**src/lmcr_pkg.sv**
```systemverilog
// Purpose : Constants and types for the memory configuration register bank.
// Assumes : Byte-wide host writes, one system clock.
// Notes   : Offsets are host byte addresses.
package lmcr_pkg;

  // ****************************************************************
  // Register map
  // ****************************************************************
  localparam logic [15:0] LMCR_ADDR_MEMCFG    = 16'h8000;
  localparam logic [15:0] LMCR_ADDR_LAST_SET  = 16'h8007;
  localparam logic [7:0]  LMCR_MEMCFG_RESET   = 8'h10;

  // ****************************************************************
  // Field positions of the memory configuration register
  // ****************************************************************
  localparam int LMCR_BIT_SRC    = 0;
  localparam int LMCR_BIT_RSV1   = 1;
  localparam int LMCR_BIT_HEIGHT = 2;
  localparam int LMCR_BIT_DUAL   = 3;
  localparam int LMCR_BIT_RSV4   = 4;
  localparam int LMCR_BIT_ORIGIN = 5;
  localparam logic [7:0] LMCR_STORE_MASK = 8'h3F;

  // ****************************************************************
  // Character generator figures
  // ****************************************************************
  localparam logic [8:0] LMCR_ROM_CHARS      = 9'h0A0;
  localparam logic [8:0] LMCR_RAM_CHARS_FULL = 9'h100;
  localparam logic [8:0] LMCR_RAM_CHARS_ROM  = 9'h040;
  localparam logic [4:0] LMCR_HEIGHT_SMALL   = 5'h08;
  localparam logic [4:0] LMCR_HEIGHT_LARGE   = 5'h10;
  localparam logic [2:0] LMCR_SCROLL_MAX     = 3'h7;
  localparam logic [3:0] LMCR_PARAM_COUNT    = 4'h8;

  // Collector states for the indirect configuration command
  typedef enum logic [1:0] {
    LMCR_IDLE,
    LMCR_COLLECT
  } lmcr_state_t;

endpackage : lmcr_pkg

```
**src/lmcr_memcfg.sv**
```systemverilog
// Purpose : Memory configuration register and the side effects of writing it.
// Assumes : Host write strobe is one cycle, synchronous to sys_clk.
// Notes   : Outputs are all registered; pulses last one cycle.
`timescale 1ns/1ps
`default_nettype none
// Functional notes
// Host writes zero to reserved bits unless another value is given.
// Not-applicable bits 7 and 6 store nothing and steer nothing.
// Any write resets timing, disables display; indirect mode also leaves power save.
// Indirect configuration command carries registers 0 to 7, then leaves power save.
// Bit 5 low shifts text one line down against graphics.
// Pixel scroll shifts the text layer right by one to seven pixels.
// Reserved bit 4 resets to one; register resets to 10h.
// Reserved bit 1 resets to zero.
// Bit 3 picks single (0) or dual (1) panel drive.
// Bit 2 picks 8 or 16 pixel character height.
// Bit 0 picks character ROM (0) or character RAM (1).
// ROM holds 160 characters; RAM 256, or 64 beside the ROM.
// Fourth block start used only in dual drive; blocks one to three always.
// Host sets block line counts per drive mode.
// Cursor moves continuously over whole screen in both drive modes.
// Host may add one line to a block under origin compensation.
// Host programs even frame height in dual drive.
module lmcr_memcfg (
  input  wire logic                sys_clk,
  input  wire logic                arst_n,
  input  wire logic                indirect_mode,
  input  wire logic                wr_stb,
  input  wire logic [15:0]         wr_addr,
  input  wire logic [7:0]          wr_data,
  input  wire logic                cmd_config,
  input  wire logic                rd_stb,
  input  wire logic [15:0]         rd_addr,
  input  wire logic [15:0]         block_one_start,
  input  wire logic [15:0]         block_two_start,
  input  wire logic [15:0]         block_three_start,
  input  wire logic [15:0]         block_four_start,
  input  wire logic [1:0]          block_sel,
  input  wire logic [8:0]          cursor_addr,
  input  wire logic [8:0]          cursor_limit,
  input  wire logic                cursor_step,
  input  wire logic [2:0]          pixel_scroll_command,
  input  wire logic                pix_valid,
  input  wire logic [7:0]          pix_in,
  output logic      [7:0]          rd_data,
  output logic                     timing_reset,
  output logic                     display_disable,
  output logic                     power_save_exit,
  output logic                     config_busy,
  output logic                     origin_compensation_on,
  output logic                     dual_panel,
  output logic      [4:0]          char_height,
  output logic                     char_source_select,
  output logic      [8:0]          char_rom_count,
  output logic      [8:0]          char_ram_count,
  output logic      [15:0]         block_start,
  output logic                     block_start_valid,
  output logic      [8:0]          cursor_next,
  output logic      [7:0]          text_pixels
);
  import lmcr_pkg::*;

  typedef struct packed {
    lmcr_state_t st;
    logic [3:0]  pcount;
    logic [7:0]  cfg;
    logic [7:0]  rd_data;
    logic        tg_rst;
    logic        disp_off;
    logic        ps_exit;
    logic [15:0] bstart;
    logic        bvalid;
    logic [8:0]  cursor;
    // Decoded copies of the stored byte, and the busy flag, kept as flops for the outputs
    logic        ocomp;
    logic [4:0]  height;
    logic [8:0]  rom_cnt;
    logic [8:0]  ram_cnt;
    logic        busy;
  } lmcr_state_s_t;

  lmcr_state_s_t s_r;
  lmcr_state_s_t s_nxt;
  logic          cfg_write;
  logic          in_set;

  // ****************************************************************
  // Next-state logic
  // ****************************************************************
  always_comb begin
    s_nxt        = s_r;
    // Pulses drop back to zero unless set again below
    s_nxt.tg_rst = 1'b0;
    s_nxt.ps_exit = 1'b0;
    cfg_write    = wr_stb && (wr_addr == LMCR_ADDR_MEMCFG);
    in_set       = wr_stb && (wr_addr <= LMCR_ADDR_LAST_SET) && (wr_addr >= LMCR_ADDR_MEMCFG);

    // Bits 7 and 6 are dropped; reserved bits stored as written
    if (cfg_write) begin
      s_nxt.cfg      = wr_data & LMCR_STORE_MASK;
      s_nxt.tg_rst   = 1'b1;
      s_nxt.disp_off = 1'b1;
    end

    // Indirect configuration: eight writes anywhere in the register set, counted in any order
    case (s_r.st)
      LMCR_IDLE: begin
        // Commands outside indirect mode have no meaning and are dropped
        if (indirect_mode && cmd_config) begin
          s_nxt.st     = LMCR_COLLECT;
          s_nxt.pcount = 4'h0;
        end
      end
      LMCR_COLLECT: begin
        // Any address of the set counts; limitation: order is not checked
        // A second command while collecting is ignored and the count runs on
        if (in_set) begin
          s_nxt.pcount = s_r.pcount + 4'h1;
          if (s_r.pcount == LMCR_PARAM_COUNT - 4'h1) begin
            s_nxt.st      = LMCR_IDLE;
            s_nxt.ps_exit = 1'b1;
          end
        end
      end
      default: begin
        // Unused code: fall back to idle rather than hang
        s_nxt.st = LMCR_IDLE;
      end
    endcase
    // Direct write in indirect mode also completes power save exit
    if (cfg_write && indirect_mode && s_r.st == LMCR_IDLE) begin
      s_nxt.ps_exit = 1'b1;
    end

    // Host re-enables display elsewhere; here only the disable level
    if (!cfg_write && wr_stb && wr_addr == LMCR_ADDR_LAST_SET + 16'h2) begin
      s_nxt.disp_off = 1'b0;
    end

    // Read back
    // Only this register answers; other addresses leave the last value,
    // so the read bus stays steady between strobes
    s_nxt.rd_data = (rd_stb && rd_addr == LMCR_ADDR_MEMCFG) ? s_r.cfg : s_r.rd_data;

    // Block start pick; fourth only valid in dual drive
    // Single drive has no fourth block: zero, not a stale address
    case (block_sel)
      2'd0: s_nxt.bstart = block_one_start;
      2'd1: s_nxt.bstart = block_two_start;
      2'd2: s_nxt.bstart = block_three_start;
      default: s_nxt.bstart = s_r.cfg[LMCR_BIT_DUAL] ? block_four_start : 16'h0000;
    endcase
    s_nxt.bvalid = (block_sel != 2'd3) || s_r.cfg[LMCR_BIT_DUAL];

    // Cursor wraps over the whole screen in either drive mode
    // Limit is inclusive; the step past it wraps to address zero
    if (cursor_step) begin
      s_nxt.cursor = (cursor_addr >= cursor_limit) ? 9'h000 : cursor_addr + 9'h001;
    end

    // ****************************************************************
    // Decoded outputs
    // ****************************************************************
    // Worked out from the next stored byte, so each output leaves a flop
    // and still changes on the same edge as the byte itself
    s_nxt.ocomp   = ~s_nxt.cfg[LMCR_BIT_ORIGIN];
    s_nxt.height  = s_nxt.cfg[LMCR_BIT_HEIGHT] ? LMCR_HEIGHT_LARGE : LMCR_HEIGHT_SMALL;
    // ROM out of use means no fixed glyphs; the RAM then gets all 256
    s_nxt.rom_cnt = s_nxt.cfg[LMCR_BIT_SRC] ? 9'h000 : LMCR_ROM_CHARS;
    s_nxt.ram_cnt = s_nxt.cfg[LMCR_BIT_SRC] ? LMCR_RAM_CHARS_FULL : LMCR_RAM_CHARS_ROM;
    // Busy is a flop too, in step with the collector state
    s_nxt.busy    = (s_nxt.st == LMCR_COLLECT);
  end

  // ****************************************************************
  // State register
  // ****************************************************************
  always_ff @(posedge sys_clk or negedge arst_n) begin
    if (!arst_n) begin
      s_r          <= '0;
      s_r.cfg      <= LMCR_MEMCFG_RESET;   // see
      s_r.disp_off <= 1'b1;
      // Decoded copies must agree with the reset byte from the first edge
      s_r.ocomp    <= ~LMCR_MEMCFG_RESET[LMCR_BIT_ORIGIN];
      s_r.height   <= LMCR_MEMCFG_RESET[LMCR_BIT_HEIGHT] ? LMCR_HEIGHT_LARGE : LMCR_HEIGHT_SMALL;
      s_r.rom_cnt  <= LMCR_MEMCFG_RESET[LMCR_BIT_SRC] ? 9'h000 : LMCR_ROM_CHARS;
      s_r.ram_cnt  <= LMCR_MEMCFG_RESET[LMCR_BIT_SRC] ? LMCR_RAM_CHARS_FULL : LMCR_RAM_CHARS_ROM;
    end else begin
      s_r <= s_nxt;
    end
  end

  // Text layer shifter; zero shift when nothing is programmed
  // It keeps its own carry, so pixels cross byte edges and none are lost
  lmcr_scroll #(.W(8)) u_scroll (
    .sys_clk (sys_clk),
    .arst_n  (arst_n),
    .shift   (pixel_scroll_command),
    .pix_valid(pix_valid),
    .pix_in  (pix_in),
    .pix_out (text_pixels)
  );

  // ****************************************************************
  // Outputs, straight from the register copy
  // ****************************************************************
  assign rd_data                = s_r.rd_data;
  assign timing_reset           = s_r.tg_rst;
  assign display_disable        = s_r.disp_off;
  assign power_save_exit        = s_r.ps_exit;
  // Decoded fields come from their own flops, not from gates on the byte
  assign config_busy            = s_r.busy;
  assign origin_compensation_on = s_r.ocomp;
  assign dual_panel             = s_r.cfg[LMCR_BIT_DUAL];
  assign char_height            = s_r.height;
  assign char_source_select     = s_r.cfg[LMCR_BIT_SRC];
  assign char_rom_count         = s_r.rom_cnt;
  assign char_ram_count         = s_r.ram_cnt;
  assign block_start            = s_r.bstart;
  assign block_start_valid      = s_r.bvalid;
  assign cursor_next            = s_r.cursor;
endmodule // lmcr_memcfg
`default_nettype wire

```
**src/lmcr_scroll.sv**
```systemverilog
// Purpose : Text layer horizontal pixel shifter.
// Assumes : One pixel byte per clock, shift amount steady while used.
// Notes   : Bits pushed out on the right carry into the next byte.
`timescale 1ns/1ps
`default_nettype none
module lmcr_scroll #(
  parameter int W = 8
) (
  input  wire logic         sys_clk,
  input  wire logic         arst_n,
  input  wire logic [2:0]   shift,
  input  wire logic         pix_valid,
  input  wire logic [W-1:0] pix_in,
  output logic      [W-1:0] pix_out
);
  import lmcr_pkg::*;

  typedef struct packed {
    logic [W-1:0] carry;
    logic [W-1:0] out;
  } lmcr_sc_t;

  lmcr_sc_t s_r;
  lmcr_sc_t s_nxt;
  logic [2*W-1:0] wide;

  // ****************************************************************
  // Shift right by 0..7 with carry between bytes
  // ****************************************************************
  always_comb begin
    s_nxt = s_r;
    wide  = {s_r.carry, pix_in} >> shift;
    if (pix_valid) begin
      s_nxt.out   = wide[W-1:0];
      s_nxt.carry = pix_in;
    end
  end

  // State register
  always_ff @(posedge sys_clk or negedge arst_n) begin
    if (!arst_n) begin
      s_r <= '0;
    end else begin
      s_r <= s_nxt;
    end
  end

  assign pix_out = s_r.out;
endmodule // lmcr_scroll
`default_nettype wire

```
**config.mk**
```make
export PLATFORM = sky130hd
export DESIGN_NAME = lmcr_memcfg
export DESIGN_NICKNAME = d
export VERILOG_FILES = /design/src/lmcr_pkg.sv /design/src/lmcr_memcfg.sv /design/src/lmcr_scroll.sv
export SDC_FILE = /design/constraint.sdc
export NUM_CORES = 1
export LEC_CHECK = 0
export ABC_CLOCK_PERIOD_IN_PS = 3200
export BUFFER_PORTS_ARGS = -buffer_cell sky130_fd_sc_hd__buf_2
export CAP_MARGIN = 20
export CORE_UTILIZATION = 40
export DETAILED_ROUTE_END_ITERATION = 12
export PLACE_DENSITY = 0.78
export SETUP_SLACK_MARGIN = 0.05
export SYNTH_ARGS = -nofsm -noshare
export SYNTH_HDL_FRONTEND = slang
export SYNTH_SLANG_ARGS = --single-unit
```
**constraint.sdc**
```tcl
create_clock -name sys_clk -period 3.2 [get_ports sys_clk]
set_input_delay 0.64 -clock sys_clk [delete_from_list [all_inputs] [get_ports sys_clk]]
set_output_delay 0.64 -clock sys_clk [all_outputs]
set_load 0.01 [all_outputs]
```
# After elaboration in Yosys (flattened, before gate mapping)
# Cells that the tools add are included.
[totals]
ff_bits = 87
output_inout_bits = 72
elab_cells = 70
[op_classes]
add_sub_neg = 2
order_cmp = 3
n_eq_ne = 11
shift = 1
mux = 18
bitwise = 1
n_reduce_logical = 16
[ops]
columns = ["cell", "count"]
rows = [
  ["== test 16 bit, second input constant", 3],
  ["one-hot mux 16 bit (3 select lines)", 1],
  ["2-to-1 mux 6 bit", 3],
  ["2-to-1 mux 9 bit", 2],
  ["greater-or-equal comparator 16 bit, second input constant", 1],
  ["<= comparator 16 bit, second input constant", 1],
  ["2-to-1 mux 16 bit", 1],
  [">> shifter 16 x 3 -> 8 bit", 1],
  ["adder 9 x 1 -> 9 bit, second input constant", 1],
  ["greater-or-equal comparator 9 bit", 1],
  ["logical AND 1 bit", 9],
  ["2-to-1 mux 8 bit", 1],
  ["one-hot mux 4 bit (2 select lines)", 1],
  ["== test 2 x 1 -> 1 bit, second input constant", 3],
  ["inequality test 2 bit, second input constant", 3],
  ["2-to-1 mux 1 bit", 5],
  ["2-to-1 mux 5 bit", 1],
  ["adder 4 x 1 -> 4 bit, second input constant", 1],
  ["== test 4 x 3 -> 1 bit, second input constant", 1],
  ["logical NOT 2 bit", 2],
  ["2-to-1 mux 2 bit", 2],
  ["one-hot mux 2 bit (2 select lines)", 1],
  ["nonzero test 2 bit", 2],
  ["AND reduction 3 bit", 1],
  ["4 further kinds", 4],
]

# Logic depth before layout (Yosys ltp)
# Gate-level depths: netlist of run 1.
[depth]
word_depth = 6
depth_mapped = 6
depth_no_buf = 6

# Modules after synthesis
# A second synthesis of run 1 with hierarchy kept.
[hier_totals]
hier_cells = 390
hier_area_um2 = 4092.7
[by_module_without_submodules]
columns = ["mod", "instances", "cells_per_inst", "area_each_um2", "seq_area_each_um2"]
rows = [
  ["lmcr_memcfg", 1, 300, 3052.9, 1282.5],
  ["lmcr_scroll", 1, 90, 1039.7, 375.4],
]

# Least setup slack after synthesis of run 1
# Ideal clock, no wire load.
[synth_timing]
path_kind = "input to register"
from = "input rd_addr[1]"
to = "register s_r, in the netlist rd_data[0]"
arrival_time_ns = 1.896
required_time_ns = 3.075
setup_slack_ns = 1.179
path_stages = 3
n_path_buf = 0
cell_sequence = "or4_4 nor4_4 mux2_2"
[synth_between]
elab_chain_len = 2
[synth_rtl]
columns = ["item", "line_no", "source"]
rows = [
  ["start: declaration", "lmcr_memcfg.sv:33", "input wire logic [15:0] rd_addr,"],
  ["== test 16 bit", "lmcr_memcfg.sv:143", "s_nxt.rd_data = (rd_stb && rd_addr == LMCR_ADDR_MEMCFG) ? s_r.cfg : s_r.rd_data;"],
  ["logical AND 1 bit", "lmcr_memcfg.sv:143", ""],
  ["end signal: assignment", "lmcr_memcfg.sv:189", "s_r <= s_nxt;"],
  ["end: declaration", "lmcr_memcfg.sv:82", "lmcr_state_s_t s_r;"],
]
# Every way passes these cells.
# A chain may end at the register's enable or synchronous reset.

# Worst setup path in the final report of run 1
[layout_timing]
from = "input cursor_addr[7]"
to = "register s_r, in the netlist cursor_next[6]"
[layout_between]
elab_chain_len = 2
[layout_rtl]
columns = ["item", "line_no", "source"]
rows = [
  ["start: declaration", "lmcr_memcfg.sv:39", "input wire logic [8:0] cursor_addr,"],
  ["greater-or-equal comparator 9 bit", "lmcr_memcfg.sv:158", "s_nxt.cursor = (cursor_addr >= cursor_limit) ? 9'h000 : cursor_addr + 9'h001;"],
  ["2-to-1 mux 9 bit", "lmcr_memcfg.sv:158", ""],
]
# Every way passes these cells.

==> results of run 1 <==
-- worst max-delay path: cells and delay by family --
family	cells	cell delay [ns]
AOI/OAI and AO/OA	2	0.71
and+or+nand+nor	2	0.30
adders and majority gates	1	0.29
buffers and inverters	1	0.13
-- state kept, by name (all words and copies together) (netlist names), 6 cells and up --
register          cells
block_start          16
rd_data               6
cursor_next           9
u_scroll.s_r          7
u_scroll.pix_out      8
s_r                  10
-- routing by layer --
layer / track usage / vias to the layer above
li1: - / 1526
met1: 0.1757 / 1550
met2: 0.3299 / 120
met3: 0.05267 / 16
met4: 0.07802 / 0
met5: 0 / -
-- through the flow --
step | std cells | cell area, µm² | util | hold WS (ns)
2_1_floorplan | 386 | 4096 | - | 0.3444
3_3_place_gp | 635 | 4701 | 0.4809 | 0.4242
3_5_place_dp | 635 | 4701 | 0.4809 | 0.4455
4_1_cts | 651 | 4863 | 0.4976 | 0.3206
5_1_grt | 651 | 4863 | 0.4976 | 0.3373
6_report | 651 | 4863 | 0.4976 | 0.3222
-- worst paths after layout --
path / from / to
max: cursor_addr[7] / cursor_next[6]
min: arst_n / u_scroll.pix_out[0]
max reg2reg: dual_panel / block_start[15]
min reg2reg: s_r[75] / power_save_exit
max in group asynchronous: arst_n / char_height[3]
min in group sys_clk: wr_data[0] / char_ram_count[6]
-- cell type report --
cell class | count | area (µm²) | area share
Inverter | 21 | 78.83 | 0.01621
Clock buffer | 11 | 131.4 | 0.02701
Tap cell | 133 | 166.4 | 0.03422
Clock inverter | 5 | 31.28 | 0.006432
Timing Repair Buffer | 195 | 980.9 | 0.2017
Sequential cell | 66 | 1658 | 0.3409
Multi-Input combinational cell | 220 | 1817 | 0.3736
-- logic make-up (layout without fill, tap and decap cells) --
| kind of cell | after synthesis | in the layout | synth area share |
|---|---|---|---|
| buf+inv | 100 | 232 | 0.1545 |
| simple gates | 73 | 73 | 0.09699 |
| flops | 66 | 66 | 0.4119 |
| mux | 61 | 61 | 0.1949 |
| compound gates | 48 | 48 | 0.09139 |
| fa+ha+maj | 11 | 11 | 0.03419 |
| xor+xnor | 7 | 7 | 0.01523 |
| other cells | 1 | 20 | 0.0009317 |
-- cells in the final DEF (no fill, tap or decap), types with 6 or more instances in the layout --
| cell | n |
|---|---|
| inv_1 | 21 |
| buf_2 | 193 |
| mux2i_1 | 30 |
| mux2_2 | 19 |
| a21oi_1 | 11 |
| ha_1 | 11 |
| nand2_1 | 6 |
| conb_1 | 20 |
| a221o_1 | 16 |
| dfrtp_1 | 61 |
| mux4_2 | 12 |
| nor2_1 | 28 |
| clkbuf_8 | 9 |
| o32ai_1 | 9 |
| nand3_1 | 8 |
-- power groups by stage --
| stage | Sequential [µW] | Clock, µW | Combinational, µW |
|---|---|---|---|
| after global placement | 935 | 0 | 385 |
| after CTS | 924 | 625 | 399 |
| after global routing | 930 | 657 | 444 |
| after detailed placement | 939 | 0 | 399 |
| after floorplan | 931 | 0 | 287 |
| final | 922 | 594 | 395 |
==> flow_metrics.env, run 1 <==
export IMPL_status="completed"
export IMPL_holdCritPathClass="in2async"
export IMPL_r2r_setup_slack_ns=1.87
export IMPL_postCtsHoldBufs=0
export IMPL_synth_top_area_frac=0.3792
export IMPL_path_clk_slew_ns=0.07
export IMPL_rsz0062_at_grt="false"
export IMPL_clock_root_buffer="clkbuf_8"
export IMPL_leakagePower_uw=0.002528
export IMPL_synth_cells=367
export IMPL_die_area_um2=10470
export IMPL_die_h_um=102.3
export IMPL_dp_worst_setup_slack_ns=0.9764
export IMPL_power_share_switching=0.2837
export IMPL_ir_worst_vdd_v=0.0001693
export IMPL_finalHoldViolCount=0
export IMPL_antenna_found_initial=0
export IMPL_layout_nets=667
export IMPL_p_sw_uw=542.0
export IMPL_grt_usage=0.1747
export IMPL_place_gp_congestion=0.8730
export IMPL_syn2layout_area_growth_pct=20.83
export IMPL_fmax_mhz=528.3
export IMPL_io_pins=215
export IMPL_drt_iter0_markers=46
export IMPL_min_period_ns=1.893
export IMPL_synth_area_leaders="dfrtp_1, buf_4, mux2i_1"
export IMPL_comb_power_share=0.207
export IMPL_path_class="in2reg"
export IMPL_crit_chain="buf_2, ha_1, and4_1, nand3_1, o21ai_1, o32ai_1"
export IMPL_seq_power_share=0.483
export IMPL_fill_cells=931
export IMPL_wl_met1_mm=3.376
export IMPL_crit_fanout=9
export IMPL_fin_worst_skew_ns=0.01193
export IMPL_slew_headroom=0.3034
export IMPL_yosys_warnings=0
export IMPL_grt_overflow_total=0
export IMPL_avgSynthCellArea_um2=10.97
export IMPL_startpoint_type="input pin"
export IMPL_worstRegToRegCells=2
export IMPL_grt_pass1_wl_mm=14.03
export IMPL_p_per_area_nw_per_um2=392.8
export IMPL_met3_length_um=587
export IMPL_wl_per_cell_um=13.91
export IMPL_die_w_um=102.3
export IMPL_worst_setup_path_end_kind="flip-flop"
export IMPL_met2_length_mm=4.916
export IMPL_cts_setup_buffers=0
export IMPL_h_tree_depth=3
export IMPL_dr_total_vias=3212
export IMPL_dp_hpwl_mm=7.437
export IMPL_worst_slack_ns=1.307
export IMPL_synth_seq_cells=66
export IMPL_synth_edf_count=0
export IMPL_clock_power_share=0.311
export IMPL_required_ns=3.37
export IMPL_worst_pin_slew_ns=1.043
export IMPL_total_power_uw=1911
export IMPL_drv_cap=0
export IMPL_ant_nets=0
export IMPL_via_per_inst=4.934
export IMPL_drive_gt1_frac=0.4788
export IMPL_initial_utilization=0.4118
export IMPL_synthArstFlopShare=1.000
export IMPL_max_clock_path_buffers=2
export IMPL_cts_sinks=66
export IMPL_grt_pass1_vias=3207
export IMPL_wirelength_mm=9.055
export IMPL_cts_tree="built"
export IMPL_setup_viol_count_final=0
export IMPL_diodes=0
export IMPL_first_pass_iters=4
export IMPL_yosysTopAreaCell="dfrtp_1"
export IMPL_ctsResizeCount=0
export IMPL_grt_max_degree=37
export IMPL_design_core_area_um2=9774
export IMPL_routed_top_layer="met4"
export IMPL_synth_common_cells="buf_4, dfrtp_1, mux2i_1"
export IMPL_max_stage_delay_ns=0.51
export IMPL_cts_buffers=9
export IMPL_p_int_uw=1369
export IMPL_crit_slowest_cell="o21ai_1"
export IMPL_port_buffers=193
export IMPL_ys_flop_type="dfrtp_1"
export IMPL_arrival_ns=2.07
export IMPL_setup_tns_ns=0
export IMPL_synthMostInstantiatedCell="buf_4"
export IMPL_clk_latency_ns=0.33
export IMPL_drc=0
export IMPL_slew_violations=0
export IMPL_period_share=0.5916
export IMPL_ys_seq_area_frac=0.4119
export IMPL_synth_cell_types=42
export IMPL_netlist_area_um2=4025
export IMPL_row_count=36
Power figures use the tool's default switching activity.
==> run 2: changes to the inputs <==
--- a/config.mk
+++ b/config.mk
@@ -5,12 +5,12 @@
 export SDC_FILE = /design/constraint.sdc
 export NUM_CORES = 1
 export LEC_CHECK = 0
-export ABC_CLOCK_PERIOD_IN_PS = 3200
+export ABC_CLOCK_PERIOD_IN_PS = 1600
 export BUFFER_PORTS_ARGS = -buffer_cell sky130_fd_sc_hd__buf_2
 export CAP_MARGIN = 20
 export CORE_UTILIZATION = 40
 export DETAILED_ROUTE_END_ITERATION = 12
-export PLACE_DENSITY = 0.78
+export PLACE_DENSITY = 0.8
 export SETUP_SLACK_MARGIN = 0.05
 export SYNTH_ARGS = -nofsm -noshare
 export SYNTH_HDL_FRONTEND = slang
==> constraint.sdc (replaced) <==
create_clock -name sys_clk -period 1.6 [get_ports sys_clk]
set_input_delay 0.32 -clock sys_clk [delete_from_list [all_inputs] [get_ports sys_clk]]
set_output_delay 0.32 -clock sys_clk [all_outputs]
set_load 0.01 [all_outputs]
==> flow_metrics.env, run 2 (same netlist as run 1, synthesis figures left out) <==
export IMPL_min_period_ns=1.486
export IMPL_final_common_cell="buf_2"
export IMPL_wl_per_cell_um=13.53
export IMPL_fill_cells=891
export IMPL_grt_max_degree=67
export IMPL_die_w_um=102.3
export IMPL_cts_sinks=66
export IMPL_finalNonFillerCells=675
export IMPL_clk_latency_ns=0.34
export IMPL_worst_setup_path_end_kind="flip-flop"
export IMPL_place_gp_congestion=0.8390
export IMPL_arrival_ns=1.70
export IMPL_slew_violations=0
export IMPL_ant_nets=0
export IMPL_h_tree_depth=3
export IMPL_worst_pin_slew_ns=0.6713
export IMPL_design_core_area_um2=9774
export IMPL_via_per_inst=4.960
export IMPL_drive_gt1_frac=0.5000
export IMPL_row_count=36
export IMPL_antenna_found_initial=0
export IMPL_die_area_um2=10470
export IMPL_worst_slack_ns=0.1138
export IMPL_syn2layout_area_growth_pct=26.17
export IMPL_drt_iter0_markers=74
export IMPL_largest_reg_flops=16
export IMPL_total_power_uw=3904
export IMPL_cts_buffers=9
export IMPL_slew_headroom=0.5495
export IMPL_port_buffers=193
export IMPL_layout_nets=691
export IMPL_grt_overflow_total=0
export IMPL_first_pass_iters=6
export IMPL_period_share=0.9288
export IMPL_final_area_um2=5079
export IMPL_worstRegToRegCells=3
export IMPL_startpoint_type="input pin"
export IMPL_drc=0
export IMPL_leakagePower_uw=0.002656
export IMPL_io_pins=215
export IMPL_dp_hpwl_mm=7.118
export IMPL_dp_worst_setup_slack_ns=-0.2376
export IMPL_dr_total_vias=3348
export IMPL_max_clock_path_buffers=2
export IMPL_fmax_mhz=672.9
export IMPL_status="completed"
export IMPL_dp_cells=657
export IMPL_rsz0062_at_grt="false"
export IMPL_required_ns=1.81
export IMPL_die_h_um=102.3
export IMPL_cts_tree="built"
export IMPL_path_clk_slew_ns=0.07
export IMPL_path_class="in2reg"
export IMPL_grt_pass1_wl_mm=14.26
export IMPL_ir_worst_vdd_v=0.0003361
export IMPL_wirelength_mm=9.132
export IMPL_grt_usage=0.1746
export IMPL_fin_worst_skew_ns=0.01162
export IMPL_p_per_area_nw_per_um2=768.7
export IMPL_crit_fanout=6
export IMPL_whs_path_depth=2
export IMPL_layout_common_cells="buf_2, dfrtp_1, mux2i_1"
export IMPL_grt_pass1_vias=3182
export IMPL_clock_root_buffer="clkbuf_8"
export IMPL_finalHoldViolCount=0
export IMPL_hold_ws_ns=0.1363
export IMPL_setup_viol_count_final=0
export IMPL_placed_cell_area_um2=4891
export IMPL_holdCritPathClass="in2reg"
export IMPL_drv_cap=0
export IMPL_diodes=0
export IMPL_initial_utilization=0.4118
[run 2: cell types whose count changed in the layout (fill, tap and decap cells not counted), sizes merged]
cell	delta
clkinv	-2
dlygate4sd3	+1
buf	+23
clkbuf	+2
[run 2: cell type report]
class	instances	area, µm²	share of cell area
multi-input combinational	220	1821	0.3585
sequential	66	1658	0.3264
timing repair buffer	219	1189	0.2340
tap	133	166.4	0.03277
clock buffer	13	148.9	0.02932
inverter	21	78.83	0.01552
clock inverter	3	17.52	0.003449
[run 2: worst max-delay path: stages]
cell and delay (ns):
buf_2 0.10, or4_4 0.53, nor4_4 0.21, buf_4 0.20, mux2_2 0.34
[run 2: path summary, 6_finish.rpt]
kind	slack (ns)	endpoint	from
min	0.14	origin_compensation_on	wr_data[5]
max in group asynchronous	0.73	s_r[66]	arst_n
min reg2reg	0.48	power_save_exit	s_r[75]
min in group asynchronous	0.53	u_scroll.s_r[9]	arst_n
max	0.11	rd_data[1]	rd_addr[1]
max reg2reg	0.26	u_scroll.pix_out[5]	u_scroll.s_r[8]
[run 2: routing by layer]
layer,share of wire,global-route usage
met5,0,0
met4,0.018,0.07912
met3,0.059,0.03283
met2,0.54,0.3191
met1,0.38,0.1964
[run 2: power by group]
part,total [µW],leakage [µW],internal [µW],switching (µW)
combinational,833,0.00175,427,406
clock,1220,0.0000834,602,622
sequential,1850,0.000824,1790,61.7
[run 2: metrics by stage]
| stage | TNS (ns) | utilization |
|---|---|---|
| after floorplan | -0.6040 | - |
| after global placement | -3.881 | 0.5004 |
| after detailed placement | -5.198 | 0.5004 |
| after CTS | 0 | 0.5184 |
| after global routing | 0 | 0.5196 |
| final | 0 | 0.5196 |
[run 2: repair_timing]
| item | CTS | global route |
|---|---|---|
| gates resized for setup | 0 | 1 |
| hold endpoints to repair | 10 | 0 |
| hold buffers | 1 | 0 |
| endpoints found under the setup margin | 0 | 9 |
| setup buffers | 0 | 0 |
